===== src/logic/ced_cfg.svh =====
// Constants for the clock enable and divider block.
`ifndef CED_CFG_SVH
`define CED_CFG_SVH

`define CED_DIV_W        4
`define CED_STG_W        8
`define CED_WORD_W       12
`define CED_MULT_W       8
`define CED_WORD_RST     12'h000
`define CED_WORD_MAX     12'h9ff
`define CED_DIV_SLOWEST  4'h9
`define CED_STEP_FINE    12'h001
`define CED_STEP_MID     12'h008
`define CED_STEP_COARSE  12'h020
`define CED_N_BYPASS     8'h01
`define CED_F_NOM_HZ     307200
`define CED_F_TOL_PCT    25
`define CED_STABLE_PCT   5

`endif


===== src/logic/ced_pkg.sv =====
// Types for the clock enable and divider block.
`default_nettype none
package ced_pkg;
  // Frequency error band of the base clock, as reported by the comparator.
  typedef enum logic [2:0] {
    CED_BAND_LT085,
    CED_BAND_085_095,
    CED_BAND_095_100,
    CED_BAND_100_105,
    CED_BAND_105_115,
    CED_BAND_GT115
  } ced_band_e;
endpackage
`default_nettype wire


===== src/logic/ced_top.sv =====
// Clock enable gating, digital oscillator model, loop filter and modulo-N divider.
//
// Function
// - Stop mode asserts generator stop and disables the whole generator.
// - Generator stop holds fast and external clocks low, and base too unless it comes while base is high and fast is low.
// - Internal enable equals generator-on bit and not generator stop.
// - Internal enable low turns generator off, fast clock low; base goes low unless enable drops while base is high and fast is low.
// - External enable equals external-on bit and not generator stop.
// - External enable low holds external clock output low.
// - Bus clock is oscillator clock over four, generator clock over two.
// - Fast clock is the multiplier factor times the base clock.
// - Base clock is the fast clock divided by the multiplier factor.
// - Factor zero or one bypasses the divider, passing fast clock through.
// - Oscillator period set by 8-bit stage and 4-bit divider fields.
// - Concatenated control word is valid only from zero to 9FF.
// - Settled base clock sits at nominal 307.2 kHz within 25 percent.
// - Loop filter adds or subtracts 1, 8 or 32 by error band.
// - Divider values A through F act like 9, the slowest setting.
// - Filter stable flag set when error is within 5 percent.
// - Divider field moves only on stage field carry or borrow.
`include "ced_cfg.svh"
`timescale 1ns/10ps
`default_nettype none

module ced_top
  import ced_pkg::*;
(
  input  wire logic                     clk_sys,
  input  wire logic                     rst_n,
  input  wire logic                     clk_en,
  input  wire logic                     stop_mode,
  input  wire logic                     internal_generator_on,
  input  wire logic                     external_generator_on,
  input  wire logic [`CED_MULT_W-1:0]   multiplier_register,
  input  wire logic [2:0]               freq_band,
  input  wire logic                     ext_clk_src,
  output logic                          generator_stop,
  output logic                          internal_clock_enable,
  output logic                          external_clock_enable,
  output logic                          fast_internal_clock,
  output logic                          low_freq_base_clock,
  output logic                          external_clock_signal,
  output logic                          oscillator_output_clock,
  output logic                          generator_output_clock,
  output logic                          bus_clock,
  output logic [`CED_STG_W-1:0]         oscillator_stage_control,
  output logic [`CED_DIV_W-1:0]         oscillator_divider_control,
  output logic                          control_word_valid,
  output logic                          filter_stable_flag
);

  // Divider codes above the slowest one run the oscillator at the slowest rate.
  function automatic logic [`CED_DIV_W-1:0] eff_div(input logic [`CED_DIV_W-1:0] d);
    eff_div = (d > `CED_DIV_SLOWEST) ? `CED_DIV_SLOWEST : d;
  endfunction

  // Two's complement correction added to the control word for each error band.
  function automatic logic [`CED_WORD_W-1:0] band_step(input ced_band_e b);
    unique case (b)
      CED_BAND_LT085:   band_step = -`CED_STEP_COARSE;
      CED_BAND_085_095: band_step = -`CED_STEP_MID;
      CED_BAND_095_100: band_step = -`CED_STEP_FINE;
      CED_BAND_100_105: band_step = `CED_STEP_FINE;
      CED_BAND_105_115: band_step = `CED_STEP_MID;
      CED_BAND_GT115:   band_step = `CED_STEP_COARSE;
      default:          band_step = '0;
    endcase
  endfunction

  logic                      stop_reg;
  logic [`CED_WORD_W-1:0]    word_reg;
  logic                      stable_reg;
  logic [`CED_DIV_W-1:0]     half_cnt_reg;
  logic [`CED_STG_W-1:0]     dither_reg;
  logic                      fast_reg;
  logic [`CED_MULT_W-1:0]    div_cnt_reg;
  logic                      base_reg;
  logic                      ext_reg;
  logic                      gen_reg;
  logic                      bus_reg;

  logic                      half_end;
  logic                      fast_rise;
  logic                      fast_fall;
  logic                      bypass;
  logic                      base_next;
  logic                      base_rise;
  logic [`CED_STG_W:0]       dither_sum;
  logic [`CED_MULT_W-1:0]    last_cnt;
  ced_band_e                 band;

  assign band = ced_band_e'(freq_band);

  always_ff @(posedge clk_sys or negedge rst_n) begin
    if (!rst_n) begin
      stop_reg <= 1'b0;
    end else if (clk_en) begin
      stop_reg <= stop_mode;
    end
  end

  assign generator_stop = stop_reg;
  assign internal_clock_enable = internal_generator_on & ~stop_reg;
  assign external_clock_enable = external_generator_on & ~stop_reg;

  assign oscillator_stage_control   = word_reg[`CED_STG_W-1:0];
  assign oscillator_divider_control = word_reg[`CED_WORD_W-1:`CED_STG_W];
  assign control_word_valid = (word_reg <= `CED_WORD_MAX);

  // The oscillator model: each half period lasts eff_div+1 system cycles, and
  // the stage field dithers in one extra cycle on each accumulator carry, so a
  // larger word up to 9FF gives a slower clock, as the loop filter expects.
  assign half_end   = (half_cnt_reg == '0);
  assign fast_rise  = half_end & ~fast_reg & internal_clock_enable;
  assign fast_fall  = half_end & fast_reg;
  assign dither_sum = {1'b0, dither_reg} + {1'b0, oscillator_stage_control};

  always_ff @(posedge clk_sys or negedge rst_n) begin
    if (!rst_n) begin
      half_cnt_reg <= '0;
      dither_reg   <= '0;
      fast_reg     <= 1'b0;
    end else if (clk_en) begin
      if (fast_rise || fast_fall) begin
        half_cnt_reg <= eff_div(oscillator_divider_control) + {3'h0, dither_sum[`CED_STG_W]};
        dither_reg   <= dither_sum[`CED_STG_W-1:0];
        // A started high phase always completes before the clock stops.
        fast_reg     <= ~fast_reg;
      end else if (!half_end) begin
        half_cnt_reg <= half_cnt_reg - 4'h1;
      end
    end
  end

  assign bypass   = (multiplier_register <= `CED_N_BYPASS);
  assign last_cnt = multiplier_register - 8'h01;

  always_comb begin
    base_next = base_reg;
    if (bypass) begin
      base_next = fast_reg ^ (fast_rise | fast_fall);
    end else if (fast_rise) begin
      // One base pulse per N fast cycles.
      base_next = (div_cnt_reg == last_cnt);
    end else if (fast_fall && !internal_clock_enable) begin
      // Base drops with the last fast pulse.
      base_next = 1'b0;
    end
  end

  assign base_rise = base_next & ~base_reg;

  always_ff @(posedge clk_sys or negedge rst_n) begin
    if (!rst_n) begin
      div_cnt_reg <= '0;
      base_reg    <= 1'b0;
    end else if (clk_en) begin
      base_reg <= base_next;
      if (bypass || (!internal_clock_enable && !fast_reg)) begin
        div_cnt_reg <= '0;
      end else if (fast_rise) begin
        // Fast cycles counted per base period.
        div_cnt_reg <= (div_cnt_reg >= last_cnt) ? '0 : div_cnt_reg + 8'h01;
      end
    end
  end

  // The loop filter acts once per base period, on the comparator's band.
  // Band correction.
  always_ff @(posedge clk_sys or negedge rst_n) begin
    if (!rst_n) begin
      word_reg   <= `CED_WORD_RST;
      stable_reg <= 1'b0;
    end else if (clk_en) begin
      if (base_rise) begin
        // Plain 12-bit add carries stage into divider.
        word_reg   <= word_reg + band_step(band);
        stable_reg <= (band == CED_BAND_095_100) || (band == CED_BAND_100_105);
      end
    end
  end

  // External path: rises only with the source while enabled, and once high it
  // follows the source down, so stopping never clips a pulse.
  // External gating.
  always_ff @(posedge clk_sys or negedge rst_n) begin
    if (!rst_n) begin
      ext_reg <= 1'b0;
    end else if (clk_en) begin
      if (!ext_clk_src) begin
        ext_reg <= 1'b0;
      end else if (external_clock_enable && !ext_reg) begin
        ext_reg <= 1'b1;
      end
    end
  end

  // Divide-by-two chain for generator and bus clocks.
  always_ff @(posedge clk_sys or negedge rst_n) begin
    if (!rst_n) begin
      gen_reg <= 1'b0;
      bus_reg <= 1'b0;
    end else if (clk_en) begin
      if (fast_rise) begin
        gen_reg <= ~gen_reg;
        if (!gen_reg) begin
          bus_reg <= ~bus_reg;
        end
      end
    end
  end

  // Fast and external outputs held low while stopped, base too unless stopped with base high and fast low; generator and bus clocks keep their last level.
  assign fast_internal_clock     = fast_reg;
  assign low_freq_base_clock     = base_reg;
  assign external_clock_signal   = ext_reg;
  assign oscillator_output_clock = fast_reg;
  assign generator_output_clock  = gen_reg;
  assign bus_clock               = bus_reg;
  // Nominal rate is the comparator's target.
  assign filter_stable_flag      = stable_reg;

endmodule // ced_top

`default_nettype wire


===== config.mk =====
export PLATFORM = sky130hd
export DESIGN_NAME = ced_top
export DESIGN_NICKNAME = d
export VERILOG_FILES = /design/src/logic/ced_pkg.sv /design/src/logic/ced_top.sv
export VERILOG_INCLUDE_DIRS = /design/src /design/src/logic
export SDC_FILE = /design/constraint.sdc
export NUM_CORES = 1
export LEC_CHECK = 0
export BUFFER_PORTS_ARGS = -buffer_cell sky130_fd_sc_hd__buf_2
export CORE_UTILIZATION = 45
export CTS_BUF_LIST = sky130_fd_sc_hd__clkbuf_16
export DETAILED_ROUTE_END_ITERATION = 6
export GPL_TIMING_DRIVEN = 1
export PLACE_DENSITY_LB_ADDON = 0.05
export SETUP_SLACK_MARGIN = 0.3
export SYNTH_ARGS = -nofsm -noshare
export SYNTH_HDL_FRONTEND = slang
export SYNTH_SLANG_ARGS = --single-unit
export TNS_END_PERCENT = 10

===== constraint.sdc =====
create_clock -name clk_sys -period 2.75 [get_ports clk_sys]
set_input_delay 0.6875 -clock clk_sys [delete_from_list [all_inputs] [get_ports clk_sys]]
set_output_delay 0.6875 -clock clk_sys [all_outputs]
set_load 0.03 [all_outputs]

==> run_results.csv, run 1 <==
group,metric,value,unit
run_status,status,"finished with violations",
run_status,violations,"setup timing",
cts,cts_root_buf,"clkbuf_16",
sta,worst_pin_slew,0.516,ns
sta,hold_slack,0.453,ns
power,netSwitchingPower,0.697,mW
placement,hpwl,5500,um
power,power.internal,1.46,mW
setup_path,reg2reg_to,"half_cnt_reg[2]",
cells_and_area,final_nets,510,
sta,finClkSkew,0.00274,ns
setup_path,critPathBufInv,1,
global_route,overflow,0,
power,pwr-share-clk,34.6,%
synth,synth_flop_cell,"dfrtp_1",
cts,cts_hold_buffers,0,
floorplan,die_h,86.3,um
synth,async_flop_share,100,%
synth,synth_edf_count,0,
drt,drtAntennaViolNets,0,
cells_and_area,fin_cells,555,
cells_and_area,area_delta_synth_final,33.8,%
setup_path,max_stage_delay,0.56,ns
sta,finalMaxSlewViolations,0,
power,p_per_area,505,nW/um^2
placement,dp_slack,-0.501,ns
floorplan,dieArea,7440,um^2
synth,ys_seq_area_share,30.5,%
global_route,track_usage,21.8,%
placement,port-buffer-count,40,
setup_path,rr_startpoint,"dither_reg[0]",
global_route,antenna_found_initial,0,
cts,clk_pin_slew,0.06,ns
sta,fin_crit,2.90,ns
floorplan,ioPinCount,41,
setup_path,worstSetupStartpointType,"primary input",
sta,relSlewSlack,65.6,%
setup_path,rrSetupSlack,0.18,ns
drt,initialDrtViolationCount,107,
cts,clock_latency,0.28,ns
drt,drc,0,
synth,synthCells,364,
power,power.share.switching,32.2,%
synth,ys_ff_latch,39,
drt,vias,2966,
drt,drtPass1Iterations,4,
drt,viasPerCell,5.34,
cts,numCtsBuffers,5,
global_route,grt_max_degree,40,
placement,dp_cells,540,
sta,hold_violations,0,
global_route,grt_pass1_wl,12800,um
setup_path,crit_family,"simple AND/OR/NAND/NOR gates",
floorplan,start_util,46.8,%
sta,finalCritPeriodShare,105,%
flow_run,maxCapViolations,0,
sta,max_freq,345,MHz
setup_path,path_max_fanout,5,
cts,cts_tree,"built",
power,ir_worst_vdd,0.397,mV
setup_path,cp_slowest_cell,"or4_4",
cts,htree_levels,2,
synth,yosysUniqueCellTypes,55,
cells_and_area,fillCellCount,606,
power,finalPower,2.16,mW
placement,gp_congestion,0.822,
cells_and_area,layout-drive-gt1-share,31.8,%
worst_hold_path,min_path_type,"primary input to async pin",
power,comb_power_share,29.9,%
power,sequentialPowerShare,35.5,%
setup_path,cp.required,2.97,ns
floorplan,chipWidth,86.3,um
floorplan,num_rows,30,
sta,rsz0062_at_grt,"yes",
floorplan,coreArea,6830,um^2
setup_path,reg2regPathDepth,13,
setup_path,end_kind,"flop",
setup_path,path_class,"primary input to flop",
synth,yosysWarningCount,0,
sta,finalSetupViolCount,9,
cts,clock_sinks,39,
synth,syn_nets,416,
drt,wl_per_cell,13.4,um
power,power.leakage,2.08,nW
cells_and_area,largest_reg_flops,12,
cells_and_area,final_util,62.6,%
drt,finalWirelength,7440,um
synth,avgSynthCellArea,8.78,um^2
cts,cts_buffer_depth,2,
global_route,grt_pass1_vias,2826,
setup_path,path_cells,"buf_6 -> or4_4 -> nor4_4 -> xnor2_1 -> ha_1 -> nand4_1 -> nor2_2 -> o2111ai_2 -> and2_4 -> or4b_4 -> nand3_2",
setup_path,cp_data_arrival_time,3.12,ns
synth,netlist_area,3200,um^2
cells_and_area,diodes,0,
sta,fin_ws,-0.151,ns
-- worst max-delay path by stage --
| stage | start | end | slack [ns] | depth (start not counted) |
|---|---|---|---|---|
| after global routing | multiplier_register[5] | word_reg[9] | -0.28 | 11 |
| after global placement | multiplier_register[5] | word_reg[9] | -0.43 | 11 |
| after CTS | multiplier_register[5] | word_reg[9] | -0.14 | 11 |
| after floorplan | multiplier_register[5] | word_reg[9] | -0.47 | 11 |
| final | multiplier_register[5] | word_reg[9] | -0.15 | 11 |
| after detailed placement | multiplier_register[5] | word_reg[9] | -0.50 | 11 |
-- placed cells by master (no fill, tap or decap), types with 5 or more instances in the layout --
master | Yosys | final
a21o_1 | 6 | 6
nand2_1 | 40 | 38
buf_6 | 1 | 5
o21ai_1 | 10 | 9
nand2b_1 | 9 | 9
o21ai_0 | 21 | 17
o21ai_2 | 0 | 5
a21oi_1 | 29 | 26
a31oi_1 | 8 | 8
ha_1 | 33 | 31
nor2b_1 | 9 | 9
dfrtp_1 | 39 | 39
nor3b_1 | 8 | 8
clkbuf_16 | 0 | 5
inv_1 | 12 | 13
buf_4 | 1 | 53
nor3_1 | 8 | 8
nor2_1 | 18 | 16
xor2_1 | 9 | 9
nand3_1 | 10 | 8
xnor2_1 | 15 | 15
buf_2 | 0 | 38
-- per-stage QoR --
stage / area (um^2) / TNS (ns)
global route: 4280 / -2.80
CTS: 4220 / -0.637
floorplan: 3210 / -3.51
global placement: 3880 / -5.02
detailed placement: 3880 / -6.33
finish: 4280 / -0.578
-- routing by layer --
| layer | up-vias | part of all wire (%) | global-route usage (%) |
|---|---|---|---|
| li1 | 1512 | - | - |
| met1 | 1397 | 49 | 29.6 |
| met2 | 46 | 47 | 35.4 |
| met3 | 11 | 2.5 | 3.52 |
| met4 | 0 | 1.7 | 7.73 |
| met5 | - | 0 | 0 |
-- Yosys cell counts, types with 6 or more instances --
library cell / count / area (um^2)
nand2_1: 40 / 150
nor2_1: 18 / 67.6
clkbuf_1: 10 / 37.5
o21ai_1: 10 / 50.1
nor3_1: 8 / 40.0
a31oi_1: 8 / 50.1
dfrtp_1: 39 / 976
ha_1: 33 / 413
nand2b_1: 9 / 56.3
xnor2_1: 15 / 131
nor2b_1: 9 / 56.3
nor3b_1: 8 / 60.1
a21oi_1: 29 / 145
nand3_1: 10 / 50.1
o21ai_0: 21 / 105
inv_1: 12 / 45.0
a21o_1: 6 / 45.0
xor2_1: 9 / 78.8
-- cell type report --
cell class | count | area [um^2] | area share (%)
clock inverter | 3 | 63.8 | 1.49
inverter | 12 | 45.0 | 1.05
clock buffer | 5 | 125 | 2.93
timing repair buffer | 99 | 707 | 16.5
multi-input combinational | 301 | 2240 | 52.4
tap | 96 | 120 | 2.81
sequential | 39 | 976 | 22.8
-- power by group through the flow --
stage,clock network [mW],registers [mW],logic [mW]
after floorplan,0,0.788,0.388
after global placement,0,0.773,0.601
after detailed placement,0,0.777,0.613
after CTS,0.763,0.769,0.640
after global routing,0.787,0.783,0.731
final,0.748,0.768,0.646
-- cell families (layout without fill, tap and decap cells) --
| family | Yosys count | count (layout) | synth area share, % |
|---|---|---|---|
| xor gates and xnor gates | 24 | 24 | 6.58 |
| muxes | 11 | 11 | 3.72 |
| DFF | 39 | 39 | 30.5 |
| and+or+nand+nor | 132 | 132 | 23.5 |
| buffers and inverters | 24 | 119 | 3.17 |
| AOI/OAI and AO/OA | 100 | 100 | 19.0 |
| adders and majority gates | 34 | 34 | 13.5 |
-- what timing repair did --
item                                   CTS  global route
gates resized for setup                 25            15
setup endpoints to repair               26            26
gates cloned                             1             0
endpoints found under the hold margin    0             0
pin swaps                               12            17
setup buffers                            5             1
Power figures use the tool's default switching activity.
==> run 2: changes to the inputs <==
--- a/config.mk
+++ b/config.mk
@@ -7,7 +7,7 @@
 export NUM_CORES = 1
 export LEC_CHECK = 0
 export BUFFER_PORTS_ARGS = -buffer_cell sky130_fd_sc_hd__buf_2
-export CORE_UTILIZATION = 45
+export CORE_UTILIZATION = 50
 export CTS_BUF_LIST = sky130_fd_sc_hd__clkbuf_16
 export DETAILED_ROUTE_END_ITERATION = 6
 export GPL_TIMING_DRIVEN = 1
==> constraint.sdc (replaced) <==
create_clock -name clk_sys -period 3.31 [get_ports clk_sys]
set_input_delay 0.8275 -clock clk_sys [delete_from_list [all_inputs] [get_ports clk_sys]]
set_output_delay 0.8275 -clock clk_sys [all_outputs]
set_load 0.03 [all_outputs]
==> run 2 against run 1 <==
Net effect:
- the flow now finishes without violations
- final cell count is 11% lower
- via count is 6.1% lower
- combinational power decreased by 26%
- design area is 12% lower
- die area fell by 9.8%
- non-clock buffer count decreased by 42
- sequential share of layout area grew 3.2 points
- power is 23% lower
- wire length shrank 7.6%
- largest cell class unchanged
- utilization shrank 0.29 points
- largest power group unchanged
- flip-flop and latch count unchanged
- critical path depth did not move
==> run_results.csv, run 2 (synthesis gave the netlist of run 1 again) <==
group,metric,value,unit
sta,worst_pin_slew,1.12,ns
cells_and_area,area_delta_synth_final,17.5,%
global_route,overflow,0,
cells_and_area,regArea,976,um^2
floorplan,coreArea,6030,um^2
floorplan,num_rows,28,
drt,finalWirelength,6870,um
flow_run,maxCapViolations,0,
worst_hold_path,hold_end,"bus_clock",
global_route,track_usage,22.3,%
floorplan,die_h,81.9,um
cts,numCtsBuffers,5,
setup_path,worstSetupStartpointType,"primary input",
power,power.leakage,1.82,nW
global_route,antenna_found_initial,0,
setup_path,max_stage_delay,0.56,ns
cts,clock_sinks,39,
sta,hold_violations,0,
power,finalPower,1.67,mW
cts,cts_root_buf,"clkbuf_16",
setup_path,path_cells,"buf_2 -> or4_4 -> nor4_4 -> xnor2_1 -> ha_1 -> nand4_1 -> nor2_2 -> o2111ai_2 -> and2_4 -> or4b_1 -> nand3_1",
global_route,grt_max_degree,40,
drt,wl_met3,190,um
setup_path,rrSetupSlack,0.42,ns
cts,cts_buffer_depth,2,
cells_and_area,diodes,0,
setup_path,path_class,"primary input to flop",
floorplan,dieArea,6710,um^2
cts,clock_latency,0.28,ns
sta,relSlewSlack,24.7,%
floorplan,ioPinCount,41,
cts,htree_levels,2,
drt,wl_per_cell,14.0,um
sta,finalMaxSlewViolations,0,
cells_and_area,final_nets,468,
sta,finalSetupViolCount,0,
drt,drtPass1Iterations,4,
worst_hold_path,min_from,"bus_clock",
setup_path,cp_data_arrival_time,3.21,ns
drt,drc,0,
cts,cts_tree,"built",
placement,placed_cell_area,3570,um^2
sta,finClkSkew,0.00421,ns
drt,drt-met1-wl,3490,um
floorplan,chipWidth,81.9,um
worst_hold_path,min_path_type,"flop to flop",
cells_and_area,final_cell_mix,"nand2_1 (40), buf_2 (40), dfrtp_1 (39)",
cells_and_area,multi_input_comb_area,2140,um^2
sta,max_freq,335,MHz
drt,wl_met2,3070,um
setup_path,reg2regPathDepth,13,
power,p_per_area,444,nW/um^2
placement,port-buffer-count,40,
cells_and_area,final_area,3750,um^2
setup_path,rr_startpoint,"word_reg[0]",
power,ir_worst_vdd,0.328,mV
cells_and_area,fillCellCount,554,
setup_path,reg2reg_to,"half_cnt_reg[2]",
sta,finalCritPeriodShare,90.2,%
drt,vias,2786,
run_status,status,"completed",
drt,drtAntennaViolNets,0,
cts,clk_pin_slew,0.06,ns
cells_and_area,largest_reg_flops,12,
cells_and_area,layout-drive-gt1-share,20.1,%
setup_path,path_max_fanout,3,
placement,gp_congestion,0.880,
drt,topRoutingLayerUsed,"met4",
sta,fin_crit,2.99,ns
drt,viasPerCell,5.66,
worst_hold_path,hold_depth,1,
cts,cts_hold_buffers,0,
global_route,grt_pass1_wl,11500,um
global_route,grt_pass1_vias,2473,
placement,hpwl,5170,um
drt,initialDrtViolationCount,69,
setup_path,end_kind,"flop",
setup_path,cp_slowest_cell,"or4_4",
floorplan,start_util,53.0,%
setup_path,cp.required,3.53,ns
sta,rsz0062_at_grt,"yes",
[run 2: changes by cell type in the layout (fill, tap and decap cells not counted), moves of 3 or more]
| cell | previous run | this run |
|---|---|---|
| mux2_4 | 3 | 0 |
| buf_4 | 53 | 17 |
| mux2_1 | 0 | 3 |
| o21ai_0 | 17 | 21 |
| buf_6 | 5 | 0 |
| o21ai_2 | 5 | 0 |
[run 2: routing by layer]
metal  track usage [%]  vias up
li1                  -     1425
met1              30.5     1308
met2              35.2       39
met3              4.00       14
met4              7.72        0
met5                 0        -
[run 2: through the flow]
step	cells	util (%)	hold WS [ns]	worst slack, ns	TNS [ns]
floorplan	364	-	0.454	-0.0647	-0.0647
global placement	484	59.2	0.457	0.0257	0
detailed placement	484	59.2	0.470	-0.0880	-0.185
CTS	492	62.3	0.485	0.305	0
global route	492	62.3	0.500	0.191	0
finish	492	62.3	0.491	0.323	0
[run 2: timing repair]
item                                   4_1_cts  5_1_grt
setup buffers                                0        0
gates resized for setup                      4        1
pin swaps                                    2        0
endpoints found under the hold margin        0        0
setup endpoints to repair                    5       18
[run 2: critical path, delay by kind of cell]
kind | cells | cell delay, ns
adder cells (fa/ha/maj) | 1 | 0.30
buffers and inverters | 1 | 0.11
XOR/XNOR | 1 | 0.09
AND/OR/NAND/NOR | 7 | 1.74
AO/OA/AOI/OAI | 1 | 0.14
[run 2: worst max-delay path by stage]
stage / cells past startpoint / start / slack, ns / endpoint
floorplan: 11 / multiplier_register[5] / -0.06 / word_reg[9]
global placement: 12 / multiplier_register[5] / 0.03 / word_reg[9]
detailed placement: 12 / multiplier_register[5] / -0.09 / word_reg[9]
CTS: 11 / multiplier_register[5] / 0.30 / word_reg[9]
global route: 11 / multiplier_register[5] / 0.19 / word_reg[9]
finish: 11 / multiplier_register[5] / 0.32 / word_reg[9]
[run 2: layout make-up]
class / instances / area share (%)
inverter: 12 / 1.20
multi-input combinational: 301 / 57.1
tap: 75 / 2.50
sequential: 39 / 26.0
timing repair buffer: 57 / 8.73
clock buffer: 5 / 3.33
clock inverter: 3 / 1.17
[run 2: report_power, final]
group	total [mW]	switching [mW]	internal (mW)
registers	0.637	0.0886	0.548
logic	0.478	0.283	0.194
clock network	0.552	0.196	0.355
